===== src/hw/flash_rww_pkg.sv =====
// shared constants for the flash self-programming controller
package flash_rww_pkg;
    // word address width of the program flash
    localparam int ADDR_W = 17;
    // register byte offsets
    localparam logic [7:0] OFF_CTRL = 8'h00;
    localparam logic [7:0] OFF_STATUS = 8'h04;
    localparam logic [7:0] OFF_ADDR = 8'h08;
    localparam logic [7:0] OFF_LOCK = 8'h0C;
    localparam logic [7:0] OFF_FUSE = 8'h10;
    // control fields
    localparam int CTRL_ERASE_BIT = 0;
    localparam int CTRL_WRITE_BIT = 1;
    localparam int CTRL_RWWCLR_BIT = 2;
    localparam int CTRL_CHIPERASE_BIT = 3;
    // status fields
    localparam int ST_BUSY_BIT = 0;
    localparam int ST_RWWBUSY_BIT = 1;
    localparam int ST_HALT_BIT = 2;
    localparam int ST_REJECT_BIT = 3;
    // lock fields: app pair at [1:0], boot pair at [3:2]
    localparam int LOCK_APP_LSB = 0;
    localparam int LOCK_BOOT_LSB = 2;
    localparam logic [3:0] LOCK_RESET = 4'hF;
    // fuse fields: boot size [1:0], boot reset vector [2]
    localparam int FUSE_SIZE_LSB = 0;
    localparam int FUSE_BOOT_RESET_VECTOR_FUSE_BIT = 2;
    // fixed start of the no-read-while-write region (word address)
    localparam logic [16:0] NO_READ_WHILE_WRITE_REGION_START = 17'h1F000;
    // boot section starts per size code 0..3; all inside the no-read-while-write region
    localparam logic [16:0] BOOT_START_0 = 17'h1F000;
    localparam logic [16:0] BOOT_START_1 = 17'h1F800;
    localparam logic [16:0] BOOT_START_2 = 17'h1FC00;
    localparam logic [16:0] BOOT_START_3 = 17'h1FE00;
    localparam logic [16:0] APP_RESET_VEC = 17'h00000;
    // page operation time and cycles at 40 MHz
    localparam int PAGE_OP_NS = 4500;
    localparam int CLK_NS = 25;
    localparam int PAGE_OP_CYC = (PAGE_OP_NS + CLK_NS - 1) / CLK_NS;
    localparam int PAGE_WORDS_LOG2 = 7;
    // bus response codes
    localparam logic [1:0] RESP_OKAY = 2'h0;
    localparam logic [1:0] RESP_SLVERR = 2'h2;
endpackage : flash_rww_pkg


===== src/hw/flash_region_decode.sv =====
// section and region decoding for one flash word address
`timescale 1ns/1ps
`default_nettype none
module flash_region_decode (
    input wire logic [16:0] addr,
    input wire logic [1:0] bootSize,
    output logic inBoot,
    output logic inNrww,
    output logic [16:0] bootStart
);
    // boundary taken from the size fuses
    always_comb begin
        unique case (bootSize)
            2'h0: bootStart = flash_rww_pkg::BOOT_START_0;
            2'h1: bootStart = flash_rww_pkg::BOOT_START_1;
            2'h2: bootStart = flash_rww_pkg::BOOT_START_2;
            2'h3: bootStart = flash_rww_pkg::BOOT_START_3;
        endcase
        inBoot = (addr >= bootStart);
        inNrww = (addr >= flash_rww_pkg::NO_READ_WHILE_WRITE_REGION_START);
    end
endmodule : flash_region_decode
`default_nettype wire


===== src/hw/flash_rww_ctrl.sv =====
// self-programming controller: section gating, locks, stall and busy flag
// Functional notes
// - Programming starts only when the store op is fetched from the boot section.
// - Store op executed from the application section is ignored.
// - From the boot section, any flash address may be programmed.
// - Application/boot boundary comes from the boot size fuses.
// - Application section protection comes from the application lock set.
// - Boot section protection comes from the separate boot lock set.
// - Flash splits into fixed read-while-write and no-read-while-write regions.
// - Programming the rww region leaves no_read_while_write_region reads served, CPU running.
// - Programming the no_read_while_write_region region halts the CPU for the whole operation.
// - During programming, reads of the rww region return no valid code.
// - Every boot section size lies inside the no_read_while_write_region region.
// - Rww busy bit reads one while the rww region is blocked.
// - Busy bit stays set after completion until software clears it.
// - Pages are programmed whole; page layout does not affect reads.
// - Application lock pair: 11 free, 10 no store, 00 both, 01 no boot reads; only the store part is enforced, reads are never restricted.
// - Boot lock bits are programmed by software, cleared only by chip erase.
// - Reset vector is 0x0000 unless boot reset fuse is programmed.
//
// Register access over AXI4-Lite and the placing of the registers were decided locally.
`timescale 1ns/1ps
`default_nettype none
module flash_rww_ctrl (
    input wire logic clk,
    input wire logic resetn,
    input wire logic [7:0] s_axi_awaddr,
    input wire logic s_axi_awvalid,
    output logic s_axi_awready,
    input wire logic [31:0] s_axi_wdata,
    input wire logic [3:0] s_axi_wstrb,
    input wire logic s_axi_wvalid,
    output logic s_axi_wready,
    output logic [1:0] s_axi_bresp,
    output logic s_axi_bvalid,
    input wire logic s_axi_bready,
    input wire logic [7:0] s_axi_araddr,
    input wire logic s_axi_arvalid,
    output logic s_axi_arready,
    output logic [31:0] s_axi_rdata,
    output logic [1:0] s_axi_rresp,
    output logic s_axi_rvalid,
    input wire logic s_axi_rready,
    input wire logic [16:0] fetchAddr,
    input wire logic [16:0] readAddr,
    output logic cpuHalt,
    output logic readBlocked,
    output logic [16:0] resetVector
);
    typedef enum logic {IDLE, PROG} prog_e;
    localparam logic [15:0] OP_CYC = 16'(flash_rww_pkg::PAGE_OP_CYC);

    // bus state
    logic awHeld_q, awHeld_d, wHeld_q, wHeld_d, bValid_q, bValid_d;
    logic awReady_q, awReady_d, wReady_q, wReady_d;
    logic [7:0] awAddr_q, awAddr_d;
    logic [31:0] wData_q, wData_d;
    logic arReady_q, arReady_d, rValid_q, rValid_d;
    logic [31:0] rData_q, rData_d;
    logic [1:0] rResp_q, rResp_d, bResp_q, bResp_d;
    // controller state
    prog_e state_q, state_d;
    logic [15:0] cnt_q, cnt_d;
    logic [16:0] target_q, target_d;
    logic targetNrww_q, targetNrww_d;
    logic rwwBusy_q, rwwBusy_d;
    logic reject_q, reject_d;
    logic [3:0] lock_q, lock_d;
    logic [2:0] fuse_q, fuse_d;
    logic halt_q, halt_d, blocked_q, blocked_d;
    logic [16:0] resetVec_q, resetVec_d;
    logic fuseLoaded_q, fuseLoaded_d;

    logic fetchBoot, fetchNrww, tgtBoot, tgtNrww, rdBoot, rdNrww;
    logic [16:0] bootStartF;
    logic doWrite, wrAllowed;
    logic [7:0] wrAddr;
    logic [31:0] wrData;

    flash_region_decode u_fetch (.addr(fetchAddr), .bootSize(fuse_q[1:0]),
        .inBoot(fetchBoot), .inNrww(fetchNrww), .bootStart(bootStartF));
    flash_region_decode u_tgt (.addr(target_q), .bootSize(fuse_q[1:0]),
        .inBoot(tgtBoot), .inNrww(tgtNrww), .bootStart());
    flash_region_decode u_read (.addr(readAddr), .bootSize(fuse_q[1:0]),
        .inBoot(rdBoot), .inNrww(rdNrww), .bootStart());

    // store op allowed to write the target under the lock pairs
    function automatic logic storeAllowed(input logic [3:0] lk, input logic tBoot);
        logic [1:0] pair;
        pair = tBoot ? lk[flash_rww_pkg::LOCK_BOOT_LSB +: 2] : lk[flash_rww_pkg::LOCK_APP_LSB +: 2];
        storeAllowed = pair[0]; // low bit set in modes 11 and 01, which leave store free
    endfunction : storeAllowed

    // write channel: take address and data in either order
    always_comb begin
        awHeld_d = awHeld_q;
        wHeld_d = wHeld_q;
        awAddr_d = awAddr_q;
        wData_d = wData_q;
        bValid_d = bValid_q;
        bResp_d = bResp_q;
        if (s_axi_awvalid && awReady_q) begin
            awHeld_d = 1'b1;
            awAddr_d = s_axi_awaddr;
        end
        if (s_axi_wvalid && wReady_q) begin
            wHeld_d = 1'b1;
            wData_d = s_axi_wdata;
        end
        if (bValid_q && s_axi_bready) begin
            bValid_d = 1'b0;
        end else if (awHeld_q && wHeld_q) begin
            awHeld_d = 1'b0;
            wHeld_d = 1'b0;
            bValid_d = 1'b1;
            bResp_d = wrAllowed ? flash_rww_pkg::RESP_OKAY : flash_rww_pkg::RESP_SLVERR;
        end
        // readies offered ahead of valid while nothing is held
        awReady_d = !awHeld_d && !bValid_d;
        wReady_d = !wHeld_d && !bValid_d;
    end
    assign doWrite = awHeld_q && wHeld_q && !bValid_q;
    assign wrAddr = awAddr_q;
    assign wrData = wData_q;
    assign wrAllowed = (wrAddr == flash_rww_pkg::OFF_CTRL) || (wrAddr == flash_rww_pkg::OFF_ADDR)
        || (wrAddr == flash_rww_pkg::OFF_LOCK) || (wrAddr == flash_rww_pkg::OFF_FUSE);

    // read channel, one cycle after address
    always_comb begin
        arReady_d = 1'b0;
        rValid_d = rValid_q;
        rData_d = rData_q;
        rResp_d = rResp_q;
        if (rValid_q && s_axi_rready) begin
            rValid_d = 1'b0;
        end else if (s_axi_arvalid && !rValid_q && !arReady_q) begin
            arReady_d = 1'b1;
            rValid_d = 1'b1;
            rResp_d = flash_rww_pkg::RESP_OKAY;
            unique case (s_axi_araddr)
                flash_rww_pkg::OFF_STATUS: rData_d = {28'h0000000, reject_q, halt_q,
                    rwwBusy_q, state_q == PROG};
                flash_rww_pkg::OFF_ADDR: rData_d = {15'h0000, target_q};
                flash_rww_pkg::OFF_LOCK: rData_d = {28'h0000000, lock_q};
                flash_rww_pkg::OFF_FUSE: rData_d = {29'h0000000, fuse_q};
                flash_rww_pkg::OFF_CTRL: rData_d = 32'h00000000;
                default: begin
                    rData_d = 32'h00000000;
                    rResp_d = flash_rww_pkg::RESP_SLVERR;
                end
            endcase
        end
    end

    // programming sequencer, locks and busy flag
    always_comb begin
        logic startOp, rwwClear;
        startOp = 1'b0;
        rwwClear = 1'b0;
        state_d = state_q;
        cnt_d = cnt_q;
        target_d = target_q;
        targetNrww_d = targetNrww_q;
        rwwBusy_d = rwwBusy_q;
        reject_d = reject_q;
        lock_d = lock_q;
        fuse_d = fuse_q;
        fuseLoaded_d = 1'b1;
        resetVec_d = resetVec_q;
        if (doWrite && wrAddr == flash_rww_pkg::OFF_ADDR && state_q == IDLE) begin
            // page aligned; page layout never touches the read path
            target_d = {wrData[16:flash_rww_pkg::PAGE_WORDS_LOG2],
                {flash_rww_pkg::PAGE_WORDS_LOG2{1'b0}}};
        end
        if (doWrite && wrAddr == flash_rww_pkg::OFF_FUSE && state_q == IDLE) begin
            fuse_d = wrData[2:0];
            fuseLoaded_d = 1'b0; // reset vector follows the new fuses
        end
        if (doWrite && wrAddr == flash_rww_pkg::OFF_LOCK) begin
            lock_d = lock_q & wrData[3:0];
        end
        if (doWrite && wrAddr == flash_rww_pkg::OFF_CTRL) begin
            if (wrData[flash_rww_pkg::CTRL_CHIPERASE_BIT] && state_q == IDLE) begin
                lock_d = flash_rww_pkg::LOCK_RESET;
            end
            rwwClear = wrData[flash_rww_pkg::CTRL_RWWCLR_BIT] && state_q == IDLE;
            if ((wrData[flash_rww_pkg::CTRL_ERASE_BIT] || wrData[flash_rww_pkg::CTRL_WRITE_BIT])
                && state_q == IDLE) begin
                if (fetchBoot && storeAllowed(lock_q, tgtBoot)) begin
                    startOp = 1'b1;
                    reject_d = 1'b0;
                end else begin
                    reject_d = 1'b1;
                end
            end
        end
        if (rwwClear) begin
            rwwBusy_d = 1'b0;
        end
        unique case (state_q)
            IDLE: if (startOp) begin
                state_d = PROG;
                cnt_d = OP_CYC;
                targetNrww_d = tgtNrww;
                if (!tgtNrww) begin
                    rwwBusy_d = 1'b1;
                end
            end
            PROG: begin
                if (cnt_q == 16'h0001) begin
                    state_d = IDLE; // busy flag left for software
                end
                cnt_d = cnt_q - 16'h0001;
            end
        endcase
        if (!fuseLoaded_q) begin
            resetVec_d = fuse_q[flash_rww_pkg::FUSE_BOOT_RESET_VECTOR_FUSE_BIT] ? flash_rww_pkg::APP_RESET_VEC
                : bootStartF;
        end
    end

    // stall and read blocking outputs
    always_comb begin
        halt_d = (state_d == PROG) && targetNrww_d;
        blocked_d = rwwBusy_d && !rdNrww;
    end

    always_ff @(posedge clk or negedge resetn) begin
        if (!resetn) begin
            awHeld_q <= 1'b0;
            wHeld_q <= 1'b0;
            awAddr_q <= 8'h00;
            wData_q <= 32'h00000000;
            bValid_q <= 1'b0;
            awReady_q <= 1'b0;
            wReady_q <= 1'b0;
            bResp_q <= 2'h0;
            arReady_q <= 1'b0;
            rValid_q <= 1'b0;
            rData_q <= 32'h00000000;
            rResp_q <= 2'h0;
            state_q <= IDLE;
            cnt_q <= 16'h0000;
            target_q <= 17'h00000;
            targetNrww_q <= 1'b0;
            rwwBusy_q <= 1'b0;
            reject_q <= 1'b0;
            lock_q <= flash_rww_pkg::LOCK_RESET;
            fuse_q <= 3'h7;
            halt_q <= 1'b0;
            blocked_q <= 1'b0;
            resetVec_q <= 17'h00000;
            fuseLoaded_q <= 1'b0;
        end else begin
            awHeld_q <= awHeld_d;
            wHeld_q <= wHeld_d;
            awAddr_q <= awAddr_d;
            wData_q <= wData_d;
            bValid_q <= bValid_d;
            awReady_q <= awReady_d;
            wReady_q <= wReady_d;
            bResp_q <= bResp_d;
            arReady_q <= arReady_d;
            rValid_q <= rValid_d;
            rData_q <= rData_d;
            rResp_q <= rResp_d;
            state_q <= state_d;
            cnt_q <= cnt_d;
            target_q <= target_d;
            targetNrww_q <= targetNrww_d;
            rwwBusy_q <= rwwBusy_d;
            reject_q <= reject_d;
            lock_q <= lock_d;
            fuse_q <= fuse_d;
            halt_q <= halt_d;
            blocked_q <= blocked_d;
            resetVec_q <= resetVec_d;
            fuseLoaded_q <= fuseLoaded_d;
        end
    end

    // outputs straight from flip-flops
    assign s_axi_awready = awReady_q;
    assign s_axi_wready = wReady_q;
    assign s_axi_bvalid = bValid_q;
    assign s_axi_bresp = bResp_q;
    assign s_axi_arready = arReady_q;
    assign s_axi_rvalid = rValid_q;
    assign s_axi_rdata = rData_q;
    assign s_axi_rresp = rResp_q;
    assign cpuHalt = halt_q;
    assign readBlocked = blocked_q;
    assign resetVector = resetVec_q;
endmodule : flash_rww_ctrl
`default_nettype wire


===== config.mk =====
export PLATFORM = sky130hd
export DESIGN_NAME = flash_rww_ctrl
export DESIGN_NICKNAME = d
export VERILOG_FILES = /design/src/hw/flash_rww_pkg.sv /design/src/hw/flash_region_decode.sv /design/src/hw/flash_rww_ctrl.sv
export SDC_FILE = /design/constraint.sdc
export NUM_CORES = 1
export LEC_CHECK = 0
export BUFFER_PORTS_ARGS = -buffer_cell sky130_fd_sc_hd__buf_2
export CORE_MARGIN = 4
export CORE_UTILIZATION = 50
export CTS_CLUSTER_SIZE = 8
export DETAILED_ROUTE_END_ITERATION = 12
export GPL_TIMING_DRIVEN = 0
export HOLD_SLACK_MARGIN = 0.15
export PLACE_DENSITY = 0.89
export SKIP_CTS_REPAIR_TIMING = 1
export SLEW_MARGIN = 20
export SYNTH_ARGS = -nofsm -noshare
export SYNTH_HDL_FRONTEND = slang
export SYNTH_SLANG_ARGS = --single-unit

===== constraint.sdc =====
create_clock -name clk -period 2.7 [get_ports clk]
set_input_delay 0.54 -clock clk [delete_from_list [all_inputs] [get_ports clk]]
set_output_delay 0.54 -clock clk [all_outputs]
set_load 0.005 [all_outputs]

* Yosys cells after proc, flatten, opt, wreduce, memory -nomap -nowiden *
Index checks and enable logic that the tools add are counted.

word-level totals
  register bits after elaboration = 125
  output and inout bits = 60

cells by class
  add/subtract/negate cells = 1
  order comparisons = 4
  equality and inequality tests = 12
  muxes and demuxes = 38
  bitwise logic cells = 4
  reductions and logical operators = 41

operators with widths
  kind                     number
  $pmux W17 S4             2
  $ge A17 B17 Y1           2
  $ge A17 B17 Y1 const B   2
  $eq A8 B4 Y1 const B     4
  $pmux W16 S2             1
  $mux W1                  27
  $logic_and A1 B1 Y1      22
  $mux W17                 1
  $eq A16 B1 Y1 const B    1
  $eq A8 B5 Y1 const B     2
  $logic_not A8 Y1         2
  $mux W16                 1
  $sub A16 B1 Y16 const B  1
  $mux W4                  3
  $eq A8 B3 Y1 const B     1
  $logic_not A1 Y1         7
  $reduce_and A2 Y1        3
  $reduce_or A5 Y1         1
  $and A4 B4 Y4            1
  $eq A2 B2 Y1 const B     2
  $logic_or A1 B1 Y1       4
  $mux W2                  2
  $not A1 Y1               3
  $eq A2 B1 Y1 const B     1
  4 further kinds          4

* Logic depth before layout (Yosys ltp) *
  depth after elaboration = 11
  gate-level depth with buffers = 8
  mapped depth without buffers = 7

* Modules after synthesis *
A second synthesis with hierarchy kept.

second synthesis, totals
  cell total of the unflattened synthesis = 490
  area total of the unflattened synthesis = 5205.0 µm²

modules (own cells, without submodules)
  module               times used  cells each  area an instance (µm²)
  flash_rww_ctrl       1           385         4439.3
  flash_region_decode  3           35          255.2

* Worst setup path before layout *
Ideal clock, no wire load.

  path kind = reg-to-reg
  from = reg fuse_q[1]
  to = reg cnt_q[1]
  data arrival time = 2.238 ns
  data required time = 2.575 ns
  setup slack = 0.336 ns
  cell stages (with the launch flop) = 9
  buffers on the path = 1
  period minus slack after synthesis = 2.364 ns
  cells stage by stage = dfstp_2 and2_1 ha_1 or3b_2 a2bb2oi_1 a211oi_1 nor4b_4 buf_6 o22ai_1

on the way
  cells in the longest elaborated chain, start to end = 9
  elaborated cells on any way between the ends = 13
  those cells by class = order compare (2); eq/ne (4); mux (5); reduce/logical (2)

ends and longest elaborated chain
  what                                        RTL line                   text
  from (decl)                                 flash_rww_ctrl.sv:69       logic [2:0] fuse_q, fuse_d;
  from (signal assigned)                      flash_rww_ctrl.sv:274      fuse_q <= fuse_d;
  $eq A2 B2 Y1, or another cell as far along  --
  $pmux W17 S4 (*)                            flash_region_decode.sv:13  unique case (bootSize)
  $ge A17 B17 Y1                              flash_region_decode.sv:19  inBoot = (addr >= bootStart);
  $mux W1                                     flash_rww_ctrl.sv:90       pair = tBoot ? lk[flash_rww_pkg::LOCK_BOOT_LSB +: 2] : lk[flash_rww_pkg::LOCK_APP_LSB +: 2];
  $logic_and A1 B1 Y1 (*)                     flash_rww_ctrl.sv:189      if (fetchBoot && storeAllowed(lock_q, tgtBoot)) begin
  $mux W1 (*)                                 flash_rww_ctrl.sv:189
  $mux W1 (*)                                 flash_rww_ctrl.sv:187      if ((wrData[flash_rww_pkg::CTRL_ERASE_BIT] || wrData[flash_rww_pkg::CTRL_WRITE_BIT])
  $mux W1 (*)                                 flash_rww_ctrl.sv:182      if (doWrite && wrAddr == flash_rww_pkg::OFF_CTRL) begin
  $ne A2 B1 Y1 (no line) (*)                  --
  to (signal assigned)                        flash_rww_ctrl.sv:268      cnt_q <= cnt_d;
  to (decl)                                   flash_rww_ctrl.sv:63       logic [15:0] cnt_q, cnt_d;

Mark *: on every way between the ends. The rest lies on a longest branch, timed or not. The select of a mux whose other input is x is not followed.
A chain may end at the register's enable or synchronous reset.

* Worst setup path in the final report *
  from = reg fuse_q[1]
  to = reg halt_q (netlist: cpuHalt)

on the way
  cells in the longest elaborated chain, start to end = 11
  elaborated cells on any way between the ends = 17
  those cells by class = order compare (2); eq/ne (3); mux (9); reduce/logical (3)

ends and longest elaborated chain
  what                                        RTL line                   text
  $eq A2 B2 Y1, or another cell as far along  --
  $pmux W17 S4 (*)                            flash_region_decode.sv:13
  $ge A17 B17 Y1                              flash_region_decode.sv:19
  $mux W1                                     flash_rww_ctrl.sv:90
  $logic_and A1 B1 Y1 (*)                     flash_rww_ctrl.sv:189
  $mux W1 (*)                                 flash_rww_ctrl.sv:189
  $mux W1 (*)                                 flash_rww_ctrl.sv:187
  $mux W1 (*)                                 flash_rww_ctrl.sv:182
  $mux W1                                     flash_rww_ctrl.sv:201      IDLE: if (startOp) begin
  $pmux W1 S2 or $mux W1 (tied branches)      flash_rww_ctrl.sv:200      unique case (state_q)
  $logic_and A1 B1 Y1 (*)                     flash_rww_ctrl.sv:224      halt_d = (state_d == PROG) && targetNrww_d;
  named net halt_d                            flash_rww_ctrl.sv:70       logic halt_q, halt_d, blocked_q, blocked_d;
  to (signal assigned)                        flash_rww_ctrl.sv:275      halt_q <= halt_d;
  to (decl)                                   flash_rww_ctrl.sv:70

The timed path passes the listed nets; every way through them passes the cells marked *. The select of a mux whose other input is x is not followed.

==> impl_metrics.env <==
export IMPL_status="complete, no violations"
export IMPL_required_ns=2.96
export IMPL_synth_common_cells="dfrtp_1 (82), nand2_1 (36), mux2_2 (34), buf_4 (33), nor2_1 (21)"
export IMPL_rows=33
export IMPL_root_buffer="clkbuf_8"
export IMPL_chipWidth_um=100.4
export IMPL_stdcell_count=622
export IMPL_cp_max_fo=9
export IMPL_fin_crit_ns=2.580
export IMPL_overflow=0
export IMPL_yosys_warnings=0
export IMPL_synth_ff_type="dfrtp_1"
export IMPL_setup_ws_ns=0.1201
export IMPL_synth_area_leaders="dfrtp_1 (48%), mux2_2 (9.0%), buf_4 (5.8%), dfstp_2 (4.3%), nand2_1 (3.2%)"
export IMPL_synth_most_common_cell="dfrtp_1"
export IMPL_worstSetupStartpointType="flip-flop"
export IMPL_crit_path_frequent_cell="buf_4"
export IMPL_fmax_mhz=387.6
export IMPL_core_um2=8258
export IMPL_start_util_pct=51.68
export IMPL_dp_hpwl_um=7022
export IMPL_async_flop_share_pct=100.0
export IMPL_cts_max_level=3
export IMPL_cts_tree="done"
export IMPL_vias_per_cell=5.188
export IMPL_path_class="flip-flop to flip-flop"
export IMPL_route_final_wire_length_um=9305
export IMPL_die_area_um2=10080
export IMPL_final_layout_size_suffix_gt1_share_pct=38.68
export IMPL_die_h_um=100.4
export IMPL_cp_end_kind="flip-flop"
export IMPL_place_ws_ns=-0.05137
export IMPL_yosysSeqAreaShare_pct=52.39
export IMPL_hp_start="readAddr[15]"
export IMPL_crit_arrival_ns=2.84
export IMPL_grt_max_degree=63
export IMPL_whs_ns=0.3587
export IMPL_postPlaceCellArea_um2=4986
export IMPL_cts_sinks=89
export IMPL_area_delta_synth_final_pct=22.54
export IMPL_fin_crit_sh_pct=95.55
export IMPL_grtUsageTotal_pct=18.91
export IMPL_ant_nets=0
export IMPL_slew_headroom_pct=59.83
export IMPL_io_buffers=88
export IMPL_drv_slew=0
export IMPL_via_count=3227
export IMPL_grt_pass1_vias=3233
export IMPL_drt_iter0_markers=154
export IMPL_drv_cap=0
export IMPL_clkTransAtPathRegs_ns=0.08
export IMPL_drtPass1Iterations=4
export IMPL_clk_latency_ns=0.37
export IMPL_synthesis_area_um2=4268
export IMPL_place_inst=602
export IMPL_r2r_start="fuse_q[1]"
export IMPL_vdd_drop_max_mv=0.5379
export IMPL_nNetsFinal=613
export IMPL_power_mw=3.714
export IMPL_fin_area_um2=5230
export IMPL_synth_area_per_cell_um2=11.26
export IMPL_synth_top_area_share_pct=48.08
export IMPL_setup_worst_path_start="fuse_q[1]"
export IMPL_cts_buffer_depth=2
export IMPL_antenna_found_initial=0
export IMPL_grt_pass1_wl_um=14990
export IMPL_setup_violations=0
export IMPL_yosysUniqueCellTypes=54
export IMPL_hp_class="input pin to flip-flop"
export IMPL_wl_per_cell_um=14.96
export IMPL_crit_family="simple AND/OR/NAND/NOR gates"
export IMPL_skew_ns=0.01064
export IMPL_yosysTopAreaCell="dfrtp_1"
export IMPL_gp_congestion=0.8593
export IMPL_path_buf_inv=2
export IMPL_syn_inst=379
export IMPL_synth_edf_count=0
export IMPL_cpMaxStageDelayCell="dfstp_2"
export IMPL_power_density_nw_per_um2=710.1
export IMPL_synth_seq_cells=89
export IMPL_crit_path_cell_trace="and2_1 > ha_1 > or3b_2 > o2bb2ai_1 > a211oi_2 > nor4b_4 > buf_4 > buf_4 > a31o_2"
export IMPL_numCtsBuffers=9
export IMPL_crit_path_max_incr_delay_ns=0.57
export IMPL_antenna_cells=0
export IMPL_hold_viol=0
export IMPL_drc=0
export IMPL_ioPinCount=153
export IMPL_worst_pin_slew_ns=0.6025
export IMPL_p_leak_nw=2.544
export IMPL_rsz0062_at_grt="false"
[stage by stage]
step	setup TNS, ns	utilization [%]
6_report	0	63.33
5_1_grt	0	63.33
4_1_cts	-0.4354	62.88
3_5_place_dp	-0.3117	60.38
3_3_place_gp	0	59.88
2_1_floorplan	0	-
[state kept, by name, summed over array words and instances (netlist names), 3 cells and up]
signal / flops
lock_q: 4
target_q: 10
resetVector: 4
s_axi_rdata: 14
fuse_q: 3
cnt_q: 16
wData_q: 14
awAddr_q: 8
[cell type report]
| cell class | instances | area (µm²) |
|---|---|---|
| clock inverter | 4 | 51.30 |
| inverter | 11 | 41.29 |
| clock buffer | 12 | 155.1 |
| timing repair buffer | 94 | 508.0 |
| sequential | 89 | 2236 |
| multi-input combinational | 268 | 1822 |
| buffer | 39 | 285.3 |
| fill | 637 | 3028 |
| tap | 105 | 131.4 |
[power breakdown]
part           leakage, nW  switching (mW)  internal (mW)  total [mW]
logic                 1.39           0.403          0.476       0.879
clock network        0.103           0.455          0.480       0.935
registers             1.05           0.254           1.65        1.90
[cell families after synthesis]
kind of cell    Yosys count  synth area share, %
mux                      41                10.61
other cells               1              0.08787
compound gates           64                10.26
buf+inv                  50                7.652
xor+xnor                  1               0.2053
flops                    89                52.39
simple gates            125                16.45
fa+ha+maj                 8                2.345
[layout by cell type, fill, tap and decap left out, types with 3 or more instances in the layout]
cell and instances:
dfrtp_1 82, inv_1 11, buf_4 37, conb_1 29, o31ai_1 7, buf_2 88
o21bai_1 4, nand3b_1 3, nand2_1 36, clkbuf_1 4, and3_1 4, mux2i_1 7
o21a_1 4, or3_1 8, o22ai_1 3, nand2b_1 9, nand3_1 7, nor3b_1 3
o21ai_0 15, a31oi_1 5, a22o_1 10, nor2_1 21, nor4_1 5, a21oi_1 4
or2_2 5, nor3_1 3, ha_1 8, or4_1 3, clkbuf_8 11, mux2_2 34
dfstp_2 7
[layer usage]
metal	GRT usage (%)	routed length, µm	vias to the layer above
li1	-	-	1549
met1	22.55	3711	1532
met2	32.16	4560	130
met3	6.324	864	16
met4	6.321	168	0
met5	0	0	-
[worst paths after layout]
| path | slack [ns] | endpoint | depth (start not counted) |
|---|---|---|---|
| max | 0.12 | cpuHalt | 9 |
| min | 0.36 | readBlocked | 2 |
| max reg2reg | 0.12 | cpuHalt | 9 |
| min reg2reg | 0.48 | s_axi_rdata[2] | 2 |
| max in group asynchronous | 1.41 | lock_q[2] | 3 |
| min in group asynchronous | 0.63 | s_axi_rdata[9] | 2 |
(Power assumes the default switching activity.)
